--- config.mk ---
export PLATFORM = sky130hd
export DESIGN_NAME = usrx_spi_slave
export DESIGN_NICKNAME = d
export VERILOG_FILES = /design/src/usrx_fifo.v /design/src/usrx_spi_slave.v
export VERILOG_INCLUDE_DIRS = /design/src
export SDC_FILE = /design/constraint.sdc
export NUM_CORES = 1
export LEC_CHECK = 0
export ABC_CLOCK_PERIOD_IN_PS = 2980
export BUFFER_PORTS_ARGS = -buffer_cell sky130_fd_sc_hd__buf_4
export CORE_UTILIZATION = 47
export CTS_CLUSTER_SIZE = 25
export DETAILED_ROUTE_END_ITERATION = 7
export MAX_ROUTING_LAYER = met4
export PLACE_DENSITY = 0.66
export SETUP_SLACK_MARGIN = 0.4
export SLEW_MARGIN = 20
export SYNTH_ARGS = -nofsm -noshare
export SYNTH_HDL_FRONTEND = slang
export SYNTH_SLANG_ARGS = --single-unit
--- constraint.sdc ---
create_clock -name ref_clk_i -period 2.98 [get_ports ref_clk_i]
set_clock_uncertainty 0.1 [all_clocks]
set_input_delay 0.447 -clock ref_clk_i [delete_from_list [all_inputs] [get_ports ref_clk_i]]
set_output_delay 0.447 -clock ref_clk_i [all_outputs]
set_load 0.05 [all_outputs]
--- src/usrx_regs.vh ---
// Constants for the SPI slave receive path with test-mode pin routing
// Contract
// - Completed character loads holding reg, sets ready, except in remote loopback mode
// - Completion while ready set raises overrun, unless a read comes in the same cycle
// - Newest character overwrites holding reg in all modes but remote loopback
// - Overrun clears only on status-clear command
// - Receiver starts on select low level
// - Transmitter starts on select low level
// - Receiver timeout never fires in SPI mode
// - Three test modes besides normal operation
// - Normal: input to receiver, transmitter to output
// - Echo: input bits resent to output immediately; code does so 2 to 3 ref_clk_i cycles later
// - Echo: transmitter has no effect on output
// - Echo: receiver keeps receiving normally
`ifndef USRX_REGS_VH
`define USRX_REGS_VH
`define USRX_MODE_NORMAL   2'h0
`define USRX_MODE_ECHO     2'h1
`define USRX_MODE_LOCAL    2'h2
`define USRX_MODE_REMOTE   2'h3
`define USRX_CHAR_BITS     8
`define USRX_FIFO_DEPTH    4
`define USRX_RDY_BIT       0
`define USRX_OVR_BIT       1
`define USRX_TO_BIT        2
`define USRX_STATUS_RESET  3'h0
`endif

--- src/usrx_fifo.v ---
// Small flip-flop FIFO with valid/ready on both sides
`timescale 1ns/10ps
module usrx_fifo #(
	parameter WIDTH = 8,
	parameter DEPTH = 4,
	parameter AW    = 2
) (
	input  wire             ref_clk_i,
	input  wire             sys_rst_i,
	input  wire [WIDTH-1:0] in_data_i,
	input  wire             in_valid_i,
	output wire             in_ready_o,
	output wire [WIDTH-1:0] out_data_o,
	output wire             out_valid_o,
	input  wire             out_ready_i
);
	reg [WIDTH-1:0] mem [0:DEPTH-1];
	reg [AW-1:0]    wr_ptr;
	reg [AW-1:0]    rd_ptr;
	reg [AW:0]      count;
	wire            push;
	wire            pop;

	assign in_ready_o  = (count != DEPTH[AW:0]);
	assign out_valid_o = (count != {(AW+1){1'b0}});
	assign out_data_o  = mem[rd_ptr];
	assign push        = in_valid_i && in_ready_o;
	assign pop         = out_valid_o && out_ready_i;

	always @(posedge ref_clk_i) begin
		if (sys_rst_i) begin
			wr_ptr <= {AW{1'b0}};
			rd_ptr <= {AW{1'b0}};
			count  <= {(AW+1){1'b0}};
		end else begin
			if (push) begin
				mem[wr_ptr] <= in_data_i;
				wr_ptr      <= (wr_ptr == DEPTH[AW-1:0] - 1'b1) ? {AW{1'b0}} : wr_ptr + 1'b1;
			end
			if (pop)
				rd_ptr <= (rd_ptr == DEPTH[AW-1:0] - 1'b1) ? {AW{1'b0}} : rd_ptr + 1'b1;
			if (push && !pop)
				count <= count + 1'b1;
			else if (pop && !push)
				count <= count - 1'b1;
		end
	end
endmodule // usrx_fifo

--- src/usrx_spi_slave.v ---
// SPI slave receive path with holding register, flags and test-mode pin routing
`timescale 1ns/10ps
`include "usrx_regs.vh"
module usrx_spi_slave #(
	parameter CHAR_BITS  = `USRX_CHAR_BITS,
	parameter FIFO_DEPTH = `USRX_FIFO_DEPTH
) (
	input  wire                 ref_clk_i,
	input  wire                 sys_rst_i,
	input  wire                 spi_clk_i,
	input  wire                 slave_select_n_i,
	input  wire                 rxd_i,
	output reg                  txd_o,
	output reg                  txd_oe_n_o,
	input  wire [1:0]           test_mode_i,
	input  wire [CHAR_BITS-1:0] tx_data_i,
	input  wire                 tx_valid_i,
	output reg                  tx_ready_o,
	input  wire                 status_clear_cmd_i,
	input  wire [15:0]          timeout_value_i,
	input  wire                 rx_read_i,
	output reg  [CHAR_BITS-1:0] rx_holding_reg_o,
	output reg                  rx_ready_flag_o,
	output reg                  overrun_error_flag_o,
	output reg                  timeout_flag_o
);
	reg [2:0]           clk_sync;
	reg [1:0]           ss_sync;
	reg [1:0]           rxd_sync;
	reg [CHAR_BITS-1:0] rx_shift;
	reg [3:0]           rx_cnt;
	reg [CHAR_BITS-1:0] tx_shift;
	reg [3:0]           tx_cnt;
	reg                 tx_loaded;
	reg                 tx_bit;
	reg                 rx_done;
	reg [CHAR_BITS-1:0] rx_done_data;
	wire                clk_rise;
	wire                clk_fall;
	wire                ss_low;
	wire                rx_pin;
	wire                rx_in;
	wire [CHAR_BITS-1:0] fifo_data;
	wire                fifo_valid;
	wire                fifo_in_ready;
	wire                fifo_out_ready;
	wire                tx_fifo_valid;
	wire [CHAR_BITS-1:0] tx_fifo_data;
	wire                tx_take;

	// Pin synchronisers; first stage read only by the second
	always @(posedge ref_clk_i) begin
		if (sys_rst_i) begin
			clk_sync <= 3'h0;
			ss_sync  <= 2'h3;
			rxd_sync <= 2'h3;
		end else begin
			clk_sync <= {clk_sync[1:0], spi_clk_i};
			ss_sync  <= {ss_sync[0], slave_select_n_i};
			rxd_sync <= {rxd_sync[0], rxd_i};
		end
	end

	assign clk_rise = clk_sync[1] && !clk_sync[2];
	assign clk_fall = !clk_sync[1] && clk_sync[2];
	assign ss_low   = !ss_sync[1];
	assign rx_pin   = rxd_sync[1];
	// Local loopback feeds the receiver from the transmitter
	assign rx_in    = (test_mode_i == `USRX_MODE_LOCAL) ? tx_bit : rx_pin;

	// Receive shifter, MSB first, sampled on rising clock
	always @(posedge ref_clk_i) begin
		if (sys_rst_i) begin
			rx_shift     <= {CHAR_BITS{1'b0}};
			rx_cnt       <= 4'h0;
			rx_done      <= 1'b0;
			rx_done_data <= {CHAR_BITS{1'b0}};
		end else begin
			rx_done <= 1'b0;
			if (!ss_low) begin
				rx_cnt <= 4'h0;
			end else if (clk_rise) begin
				if (rx_cnt == CHAR_BITS[3:0] - 4'h1) begin
					rx_done_data <= {rx_shift[CHAR_BITS-2:0], rx_in};
					rx_done      <= 1'b1;
					rx_cnt       <= 4'h0;
				end else begin
					rx_shift <= {rx_shift[CHAR_BITS-2:0], rx_in};
					rx_cnt   <= rx_cnt + 4'h1;
				end
			end
		end
	end

	// Transmit buffer in front of the shifter
	usrx_fifo #(
		.WIDTH (CHAR_BITS),
		.DEPTH (FIFO_DEPTH),
		.AW    (2)
	) u_tx_fifo (
		.ref_clk_i   (ref_clk_i),
		.sys_rst_i   (sys_rst_i),
		.in_data_i   (tx_data_i),
		.in_valid_i  (tx_valid_i),
		.in_ready_o  (fifo_in_ready),
		.out_data_o  (tx_fifo_data),
		.out_valid_o (tx_fifo_valid),
		.out_ready_i (fifo_out_ready)
	);

	assign tx_take        = tx_fifo_valid && !tx_loaded;
	assign fifo_out_ready = !tx_loaded;
	assign fifo_data      = tx_fifo_data;
	assign fifo_valid     = tx_fifo_valid;

	always @(posedge ref_clk_i) begin
		if (sys_rst_i)
			tx_ready_o <= 1'b0;
		else
			tx_ready_o <= fifo_in_ready;
	end

	// Transmit shifter, changes on falling clock while select is low
	always @(posedge ref_clk_i) begin
		if (sys_rst_i) begin
			tx_shift  <= {CHAR_BITS{1'b1}};
			tx_cnt    <= 4'h0;
			tx_loaded <= 1'b0;
			tx_bit    <= 1'b1;
		end else begin
			if (tx_take) begin
				tx_shift  <= fifo_data;
				tx_bit    <= fifo_data[CHAR_BITS-1];
				tx_loaded <= fifo_valid;
				tx_cnt    <= 4'h0;
			end else if (tx_loaded && ss_low && clk_fall) begin
				if (tx_cnt == CHAR_BITS[3:0] - 4'h1) begin
					tx_loaded <= 1'b0;
					tx_bit    <= 1'b1;
				end else begin
					tx_shift <= {tx_shift[CHAR_BITS-2:0], 1'b0};
					tx_bit   <= tx_shift[CHAR_BITS-2];
					tx_cnt   <= tx_cnt + 4'h1;
				end
			end
		end
	end

	// Output pin routing by test mode
	always @(posedge ref_clk_i) begin
		if (sys_rst_i) begin
			txd_o      <= 1'b1;
			txd_oe_n_o <= 1'b1;
		end else begin
			txd_oe_n_o <= !ss_low;
			case (test_mode_i)
			`USRX_MODE_NORMAL: txd_o <= tx_bit;
			`USRX_MODE_ECHO:   txd_o <= rx_pin;
			`USRX_MODE_LOCAL:  txd_o <= 1'b1;
			`USRX_MODE_REMOTE: txd_o <= rx_pin;
			default:           txd_o <= tx_bit;
			endcase
		end
	end

	// Holding register and status flags; set wins over clear
	always @(posedge ref_clk_i) begin
		if (sys_rst_i) begin
			rx_holding_reg_o     <= {CHAR_BITS{1'b0}};
			rx_ready_flag_o      <= 1'b0;
			overrun_error_flag_o <= 1'b0;
			timeout_flag_o       <= 1'b0;
		end else begin
			timeout_flag_o <= 1'b0;
			if (rx_done && test_mode_i != `USRX_MODE_REMOTE) begin
				rx_holding_reg_o <= rx_done_data;
				rx_ready_flag_o  <= 1'b1;
				if (rx_ready_flag_o && !rx_read_i)
					overrun_error_flag_o <= 1'b1;
				else if (status_clear_cmd_i)
					overrun_error_flag_o <= 1'b0;
			end else begin
				if (rx_read_i)
					rx_ready_flag_o <= 1'b0;
				if (status_clear_cmd_i)
					overrun_error_flag_o <= 1'b0;
			end
		end
	end
endmodule // usrx_spi_slave

==> flow_summary.json, run 1 <==
{
  "outcome": "complete, no violations",
  "ctsRootBufferMaster": "clkbuf_8",
  "min_period_over_period_pct": 77.7,
  "syn-cell-area_sq_um": 3640,
  "yosysUniqueCellTypes": 43,
  "antenna_cells": 0,
  "rsz0062_at_grt": "false",
  "grt_start_max_net_pins": 57,
  "place_hpwl_um": 3780,
  "synth_ff_type": "dfxtp_1",
  "crit_type": "reg -> reg",
  "drc": 0,
  "die_h_um": 90.0,
  "first_iter_violations": 119,
  "cp-start-kind": "flop",
  "clockBufferDepth": 2,
  "globalplace.congestion": 0.708,
  "endpoint_kind": "flop",
  "worstHoldPathType": "in -> reg",
  "grt_overflow": 0,
  "cellPowerDensity_nw_per_um2": 689,
  "cts.sinks": 94,
  "relSlewSlack_pct": 44.0,
  "path_buf_inv": 1,
  "synth_nets": 356,
  "setup_tns_ns": 0,
  "grt_pass1_vias": 2244,
  "clkSlewWorstSetupHoldPaths_ns": 0.08,
  "slew_violations": 0,
  "num_vias": 2220,
  "comb_power_share_pct": 18.6,
  "num_rows": 31,
  "switchingPower_mw": 0.804,
  "ant_nets": 0,
  "timing.fmax_mhz": 432,
  "initial_core_util_pct": 49.4,
  "viasPerCell": 5.02,
  "track_usage_pct": 16.0,
  "io_buffers": 30,
  "cts_tree": "built",
  "cp_max_fo": 4,
  "final_common_cell": "dfxtp_1",
  "setup-violations-final": 0,
  "crit_chain": "nor2_1, a21boi_1, ha_1, inv_1, fa_1, xor2_1, or3_1, a21oi_1",
  "nets": 381,
  "post_cts_buffers": 0,
  "area_delta_synth_final_pct": 11.7,
  "critical_path.slowest_cell": "dfxtp_1",
  "seqPwrFrac_pct": 57.0,
  "grt_pass1_wl_um": 10100,
  "drive_gt1_share_pct": 16.3,
  "fin_area_sq_um": 4070,
  "firstDrtPassIters": 4,
  "cts_made_buffers": 9,
  "cp_top_family": "adder cells",
  "cts_max_level": 3,
  "p_leak_nw": 1.66,
  "crit_arrival_ns": 2.49,
  "maxCapViolCount": 0,
  "switching_share_pct": 28.7,
  "grt_antenna_before_repair": 0,
  "syn_inst": 313,
  "worstSkewPairLatency_ns": 0.34,
  "hold_viol": 0,
  "critical_path_required_ns": 3.15,
  "drt_wl_total_um": 5740,
  "core_sq_um": 7370,
  "dpl-instance-area_sq_um": 3910,
  "final_cell_mix": "dfxtp_1, edfxtp_1, mux2i_1, buf_4, nand2_1",
  "ys_ff_latch": 94,
  "ys_seq_area_share_pct": 60.4,
  "tightestPinTransition_ns": 0.840,
  "period_needed_ns": 2.32,
  "p_clk_share_pct": 24.4,
  "vdd_ir_drop_max_mv": 0.358,
  "fp.dieArea_sq_um": 8110,
  "cpPeakStageDelay_ns": 0.43,
  "yosys_warnings": 0,
  "io_pins": 48,
  "die_x_um": 90.0,
  "avgSynthCellArea_sq_um": 11.6,
  "synth_edf_count": 32,
  "detail_route.wl_per_cell_um": 13.0,
  "intPower_mw": 2.00,
  "async_flop_share_pct": 0
}
power groups by stage:
stage | clock network [mW] | registers, mW | logic, mW
2_1_floorplan | 0 | 1.56 | 0.442
3_3_place_gp | 0 | 1.62 | 0.507
3_5_place_dp | 0 | 1.63 | 0.524
4_1_cts | 0.716 | 1.60 | 0.527
5_1_grt | 0.772 | 1.62 | 0.595
6_report | 0.685 | 1.60 | 0.522
metrics by stage:
stage / cells / worst slack, ns / power [mW] / utilization, % / hold slack [ns]
6_report: 442 / 0.663 / 2.80 / 55.2 / 0.188
5_1_grt: 442 / 0.445 / 2.99 / 55.2 / 0.157
4_1_cts: 442 / 0.518 / 2.84 / 55.2 / 0.163
3_5_place_dp: 426 / 0.506 / 2.15 / 53.1 / 0.297
3_3_place_gp: 426 / 0.569 / 2.13 / 53.1 / 0.292
2_1_floorplan: 313 / 0.751 / 2.01 / - / 0.289
flip-flops by register name (all words and copies together) (netlist names), 2 cells and up, named ones only:
signal            count
clk_sync              3
rx_cnt                4
rx_done_data          8
rx_holding_reg_o      8
rx_shift              7
rxd_sync              2
ss_sync               2
tx_cnt                4
tx_shift              7
u_tx_fifo.count       3
u_tx_fifo.mem        32
u_tx_fifo.rd_ptr      2
u_tx_fifo.wr_ptr      2
layout make-up:
cell class	count	area, sq um
fill	657	3300
timing repair buffer	31	233
multi-input combinational	197	1340
sequential	94	2200
clock inverter	5	26.3
clock buffer	11	131
inverter	5	18.8
tap	99	124
logic make-up after synthesis:
logic type,count (synthesis),share of synthesized area [%]
multiplexers,34,10.1
AO/OA/AOI/OAI,46,7.49
XOR/XNOR,5,1.20
flip-flops,94,60.4
other,1,0.103
AND/OR/NAND/NOR,102,14.5
adder cells (fa/ha/maj),9,3.30
buffers and inverters,22,2.92
cells in the mapped netlist, drive strengths merged, types with 2 or more instances:
cell type / instances / area, sq um
buf: 10 / 61.3
a31oi: 6 / 37.5
inv: 5 / 18.8
xor2: 5 / 43.8
or3: 3 / 18.8
o21ai: 9 / 45.0
mux4: 2 / 45.0
mux2i: 31 / 310
nor2: 26 / 100
a21oi: 20 / 100
nand2: 31 / 124
nand3: 2 / 10.0
dfxtp: 62 / 1240
nand2b: 3 / 26.3
clkbuf: 7 / 26.3
and3: 5 / 31.3
edfxtp: 32 / 961
nand3b: 2 / 15.0
or2: 5 / 31.3
ha: 8 / 100
nor2b: 12 / 75.1
o22ai: 2 / 12.5
a211o: 6 / 52.6
nor3: 6 / 30.0
routing by layer:
| layer | vias to the layer above | track usage [%] | part of all wire [%] |
|---|---|---|---|
| met5 | - | - | 0 |
| met4 | 0 | 4.44 | 0.84 |
| met3 | 6 | 5.08 | 3.5 |
| met2 | 30 | 24.5 | 45 |
| met1 | 1040 | 20.6 | 50 |
| li1 | 1144 | - | - |
what timing repair did:
item                       CTS  global route
setup endpoints to repair    0             1
gates resized for setup      0             1
hold buffers                 0             0
path summary, 6_finish.rpt:
check	endpoint	start	slack, ns	cells past startpoint
setup / recovery	u_tx_fifo.count[2]	u_tx_fifo.count[0]	0.66	8
hold / removal	ss_sync[0]	slave_select_n_i	0.19	2
setup reg to reg	u_tx_fifo.count[2]	u_tx_fifo.count[0]	0.66	8
hold reg to reg	rxd_sync[1]	rxd_sync[0]	0.31	1
Note: power is estimated with default switching activity, not from simulation.
==> run 2: changes to the inputs <==
--- a/config.mk
+++ b/config.mk
@@ -6,7 +6,7 @@
 export SDC_FILE = /design/constraint.sdc
 export NUM_CORES = 1
 export LEC_CHECK = 0
-export ABC_CLOCK_PERIOD_IN_PS = 2980
+export ABC_CLOCK_PERIOD_IN_PS = 2350
 export BUFFER_PORTS_ARGS = -buffer_cell sky130_fd_sc_hd__buf_4
 export CORE_UTILIZATION = 47
 export CTS_CLUSTER_SIZE = 25
==> constraint.sdc (replaced) <==
create_clock -name ref_clk_i -period 2.35 [get_ports ref_clk_i]
set_clock_uncertainty 0.1 [all_clocks]
set_input_delay 0.3525 -clock ref_clk_i [delete_from_list [all_inputs] [get_ports ref_clk_i]]
set_output_delay 0.3525 -clock ref_clk_i [all_outputs]
set_load 0.05 [all_outputs]
==> run 2 against run 1 <==
Setup slack worse by 0.25 ns. Core utilization up 1.7 points. Via count up 3.9%. Power up 36%. Sequential power up 28%. Sequential cell count unchanged. Sequential share of layout area down 1.5 points. Global-route usage up 0.77 points. Fmax up 20%. Critical endpoint unchanged.
==> flow_summary.json, run 2 (same netlist as run 1, synthesis figures left out) <==
{
  "cp-start-kind": "flop",
  "hold_viol": 0,
  "cellPowerDensity_nw_per_um2": 905,
  "cp.depth": 9,
  "relSlewSlack_pct": 63.0,
  "num_rows": 31,
  "num_vias": 2306,
  "antenna_cells": 0,
  "firstDrtPassIters": 4,
  "detail_route.wl_per_cell_um": 13.7,
  "critical_path_required_ns": 2.53,
  "endpoint_kind": "flop",
  "area_delta_synth_final_pct": 15.2,
  "globalplace.congestion": 0.711,
  "rr_startpoint": "u_tx_fifo.count[0]",
  "viasPerCell": 5.12,
  "maxCapViolCount": 0,
  "worstHoldPathType": "in -> reg",
  "track_usage_pct": 16.8,
  "final_cell_mix": "dfxtp_1, buf_4, edfxtp_1",
  "grt_pass1_wl_um": 10400,
  "tightestPinTransition_ns": 0.554,
  "die_h_um": 90.0,
  "crit_chain": "nor3_4, nor2_2, inv_2, ha_4, inv_1, fa_2, xor2_1, or3_1, a21oi_1",
  "drc": 0,
  "critical_path.slowest_cell": "dfxtp_4",
  "slew_violations": 0,
  "cp_max_fo": 4,
  "cts_max_level": 3,
  "fp.dieArea_sq_um": 8110,
  "drt_wl_total_um": 6160,
  "place_hpwl_um": 4030,
  "initial_core_util_pct": 49.4,
  "crit_type": "reg -> reg",
  "worstSetupStartpoint": "u_tx_fifo.count[0]",
  "rsz0062_at_grt": "true",
  "setup_tns_ns": 0,
  "crit_arrival_ns": 2.12,
  "top_register": "u_tx_fifo.mem",
  "dp_slack_ns": 0.295,
  "cp_top_family": "simple AND/OR/NAND/NOR gates",
  "r2r_end": "u_tx_fifo.count[2]",
  "worstSkewPairLatency_ns": 0.35,
  "clockBufferDepth": 2,
  "timing.fmax_mhz": 517,
  "first_iter_violations": 155,
  "grt_antenna_before_repair": 0,
  "outcome": "complete, no violations",
  "io_buffers": 30,
  "cts.sinks": 94,
  "path_buf_inv": 2,
  "nets": 389,
  "vdd_ir_drop_max_mv": 0.447,
  "p_leak_nw": 1.72,
  "grt_start_max_net_pins": 35,
  "r2r_setup_slack_ns": 0.42,
  "final_common_cell": "dfxtp_1",
  "core_sq_um": 7370,
  "hp-start": "slave_select_n_i",
  "die_x_um": 90.0,
  "ctsRootBufferMaster": "clkbuf_8",
  "fin_ws_ns": 0.417,
  "min_period_over_period_pct": 82.3,
  "r2r_cells": 9,
  "grt_pass1_vias": 2240,
  "cts_tree": "built",
  "cts_made_buffers": 9,
  "drive_gt1_share_pct": 21.7,
  "period_needed_ns": 1.93,
  "io_pins": 48,
  "reg_top3": "u_tx_fifo.mem: 32 flops, rx_done_data: 8 flops, rx_holding_reg_o: 8 flops",
  "cpPeakStageDelay_ns": 0.37,
  "largest_reg_flops": 32,
  "grt_overflow": 0,
  "setup-violations-final": 0,
  "clkSlewWorstSetupHoldPaths_ns": 0.09,
  "ant_nets": 0,
  "critPathCapture": "u_tx_fifo.count[2]"
}
[run 2: how the worst min path moves through the flow]
stage | slack, ns | cells after the start | end
after floorplan | 0.29 | 1 | rxd_sync[1]
after global placement | 0.29 | 1 | ss_sync[1]
after detailed placement | 0.30 | 1 | rxd_sync[1]
after CTS | 0.07 | 2 | ss_sync[0]
after global routing | 0.07 | 2 | rxd_sync[0]
final | 0.08 | 2 | ss_sync[0]
[run 2: repair_timing]
item,in CTS,in global routing
pin swaps,3,1
setup endpoints to repair,1,9
resized for setup,1,4
hold buffers,0,0
endpoints found under the hold margin,0,0
buffers inserted,2,4
[run 2: layout make-up]
type	instances	area [sq um]
fill	630	3170
sequential	94	2210
multi-input combinational	197	1370
timing repair buffer	39	293
clock buffer	11	153
tap	99	124
clock inverter	5	30.0
inverter	5	18.8
[run 2: layer usage]
layer | routed length, um | track usage [%] | part of all wire (%) | vias to the layer above
met5 | 0 | - | 0 | -
met4 | 89 | 6.45 | 1.4 | 0
met3 | 241 | 4.23 | 3.9 | 9
met2 | 2690 | 25.0 | 44 | 35
met1 | 3130 | 22.1 | 51 | 1100
li1 | - | - | - | 1162
[run 2: metrics by stage]
step           utilization (%)  cell area, sq um  instances  power [mW]  hold WS (ns)
6_report                  57.0              4200        450        3.80        0.0762
5_1_grt                   57.0              4200        450        4.02        0.0680
4_1_cts                   56.4              4150        446        3.80        0.0663
3_5_place_dp              53.5              3950        428        2.76         0.298
3_3_place_gp              53.5              3950        428        2.73         0.293
2_1_floorplan                -              3660        313        2.57         0.289
[run 2: power breakdown]
group / total (mW) / switching [mW] / internal (mW) / leakage, nW
sequential: 2.04 / 0.185 / 1.86 / 0.798
combinational: 0.757 / 0.368 / 0.389 / 0.830
clock: 1.00 / 0.555 / 0.448 / 0.0971
total: 3.80 / 1.11 / 2.69 / 1.72
==> run 3: changes to the inputs <==
--- a/config.mk
+++ b/config.mk
@@ -6,7 +6,7 @@
 export SDC_FILE = /design/constraint.sdc
 export NUM_CORES = 1
 export LEC_CHECK = 0
-export ABC_CLOCK_PERIOD_IN_PS = 2350
+export ABC_CLOCK_PERIOD_IN_PS = 1800
 export BUFFER_PORTS_ARGS = -buffer_cell sky130_fd_sc_hd__buf_4
 export CORE_UTILIZATION = 47
 export CTS_CLUSTER_SIZE = 25
==> constraint.sdc (replaced) <==
create_clock -name ref_clk_i -period 1.8 [get_ports ref_clk_i]
set_clock_uncertainty 0.1 [all_clocks]
set_input_delay 0.27 -clock ref_clk_i [delete_from_list [all_inputs] [get_ports ref_clk_i]]
set_output_delay 0.27 -clock ref_clk_i [all_outputs]
set_load 0.05 [all_outputs]
==> run 3 against run 2 <==
The run now ends with setup timing left. Combinational power grew 120%. Clock power is 29% higher. Sequential power increased by 27%. Critical path type unchanged. Routed wire length is 12% higher. Setup slack lost 0.57 ns. Largest cell class unchanged. Clock-buffer cell count is 1 lower. Critical path depth stayed put. First-iteration DRC count fell by 39%. Fmax fell by 1.0%. Non-clock buffer count up 34. Worst hold slack got worse by 0.048 ns.
==> flow_summary.json, run 3 (same netlist as run 1, synthesis figures left out) <==
{
  "outcome": "complete, but fails checks",
  "violations": "setup timing",
  "cellPowerDensity_nw_per_um2": 1180,
  "dp_slack_ns": -0.144,
  "rsz0062_at_grt": "true",
  "setup-violations-final": 1,
  "worstSetupStartpoint": "u_tx_fifo.count[1]",
  "num_vias": 2447,
  "die_x_um": 90.0,
  "ctsRootBufferMaster": "clkbuf_8",
  "nets": 424,
  "min_path_cells": 2,
  "vdd_ir_drop_max_mv": 0.733,
  "grt_pass1_vias": 2398,
  "cts_max_level": 3,
  "p_leak_nw": 1.89,
  "final_cell_mix": "dfxtp_1, buf_4, edfxtp_1",
  "track_usage_pct": 18.3,
  "critical_path_required_ns": 2.00,
  "crit_type": "reg -> reg",
  "switching_share_pct": 29.6,
  "slew_violations": 0,
  "final_common_cell": "dfxtp_1",
  "r2r_setup_slack_ns": -0.15,
  "maxCapViolCount": 0,
  "worstHoldPathType": "in -> reg",
  "worstSkewPairLatency_ns": 0.36,
  "utilization_pct": 63.6,
  "viasPerCell": 5.05,
  "detail_route.wl_per_cell_um": 14.2,
  "cts_tree": "built",
  "antenna_cells": 0,
  "num_rows": 31,
  "cp_max_fo": 3,
  "crit_arrival_ns": 2.16,
  "grt_antenna_before_repair": 0,
  "core_sq_um": 7370,
  "intPower_mw": 3.91,
  "placed_cells": 439,
  "reg_top3": "u_tx_fifo.mem: 32 flops, rx_done_data: 8 flops, rx_holding_reg_o: 8 flops",
  "clockBufferDepth": 2,
  "firstDrtPassIters": 5,
  "finalNonFillerCells": 485,
  "die_h_um": 90.0,
  "switchingPower_mw": 1.64,
  "min_period_over_period_pct": 108,
  "period_needed_ns": 1.95,
  "grt_pass1_wl_um": 11300,
  "clkSlewWorstSetupHoldPaths_ns": 0.09,
  "cts.sinks": 94,
  "fp.dieArea_sq_um": 8110,
  "cp-start-kind": "flop",
  "endpoint_kind": "flop",
  "io_buffers": 30,
  "globalplace.congestion": 0.698,
  "io_pins": 48,
  "hold_viol": 0,
  "r2r_cells": 9,
  "grt_overflow": 0,
  "initial_core_util_pct": 49.4,
  "largest_reg_flops": 32,
  "area_delta_synth_final_pct": 28.7,
  "drive_gt1_share_pct": 32.9,
  "comb_power_share_pct": 30.2,
  "place_hpwl_um": 4090,
  "seqPwrFrac_pct": 46.7,
  "rr_startpoint": "u_tx_fifo.count[1]",
  "ant_nets": 0,
  "hp-start": "spi_clk_i",
  "p_clk_share_pct": 23.1,
  "timing.fmax_mhz": 512,
  "drc": 0,
  "drt_wl_total_um": 6870,
  "cts_made_buffers": 9,
  "fin_ws_ns": -0.153,
  "top_register": "u_tx_fifo.mem",
  "grt_start_max_net_pins": 56,
  "first_iter_violations": 95
}
[run 3: what timing repair did]
| action | CTS | global route |
|---|---|---|
| gates cloned | 2 | 2 |
| endpoints found under the hold margin | 27 | 4 |
| resized for setup | 30 | 18 |
| pin swaps | 11 | 10 |
| hold buffers | 9 | 1 |
| endpoints found under the setup margin | 62 | 68 |
| setup buffers | 10 | 6 |
[run 3: path summary, 6_finish.rpt]
kind / endpoint
worst max register to register: u_tx_fifo.count[2]
worst min register to register: rxd_sync[1]
worst max-delay path: u_tx_fifo.count[2]
worst min-delay path: clk_sync[0]
[run 3: power groups by stage]
stage	logic [mW]	registers [mW]	clock network, mW
4_1_cts	1.34	2.59	1.32
2_1_floorplan	0.784	2.61	0
6_report	1.68	2.60	1.29
5_1_grt	1.80	2.63	1.42
3_5_place_dp	1.13	2.64	0
3_3_place_gp	1.10	2.63	0
[run 3: final cells by class]
| cell class | count | area, sq um |
|---|---|---|
| Sequential cell | 94 | 2220 |
| Clock inverter | 6 | 43.8 |
| Inverter | 5 | 18.8 |
| Clock buffer | 10 | 138 |
| Fill cell | 587 | 2680 |
| Tap cell | 99 | 124 |
| Timing Repair Buffer | 73 | 667 |
| Multi-Input combinational cell | 198 | 1480 |
[run 3: critical path: stages (launching register included)]
cell     delay, ns
dfxtp_4       0.37
nor3_4        0.18
nor2_2        0.07
inv_2         0.07
ha_4          0.14
inv_2         0.03
fa_2          0.33
xor2_1        0.16
or3_1         0.32
a21oi_2       0.11
[run 3: layer usage]
layer / global-route usage, % / vias to the layer above / part of all wire, %
met5: - / - / 0
met1: 22.6 / 1168 / 47
met3: 6.43 / 7 / 3.3
met2: 28.3 / 36 / 49
li1: - / 1236 / -
met4: 5.24 / 0 / 1.0
[run 3: per-stage QoR]
stage | hold slack [ns] | instance area [sq um] | total power, mW | TNS (ns)
4_1_cts | 0.00119 | 4530 | 5.25 | -0.156
2_1_floorplan | 0.269 | 3690 | 3.39 | -0.0860
3_5_place_dp | 0.300 | 4070 | 3.76 | -0.144
6_report | 0.0285 | 4690 | 5.56 | -0.153
5_1_grt | 0.00934 | 4690 | 5.85 | -0.257
3_3_place_gp | 0.294 | 4070 | 3.73 | -0.0842
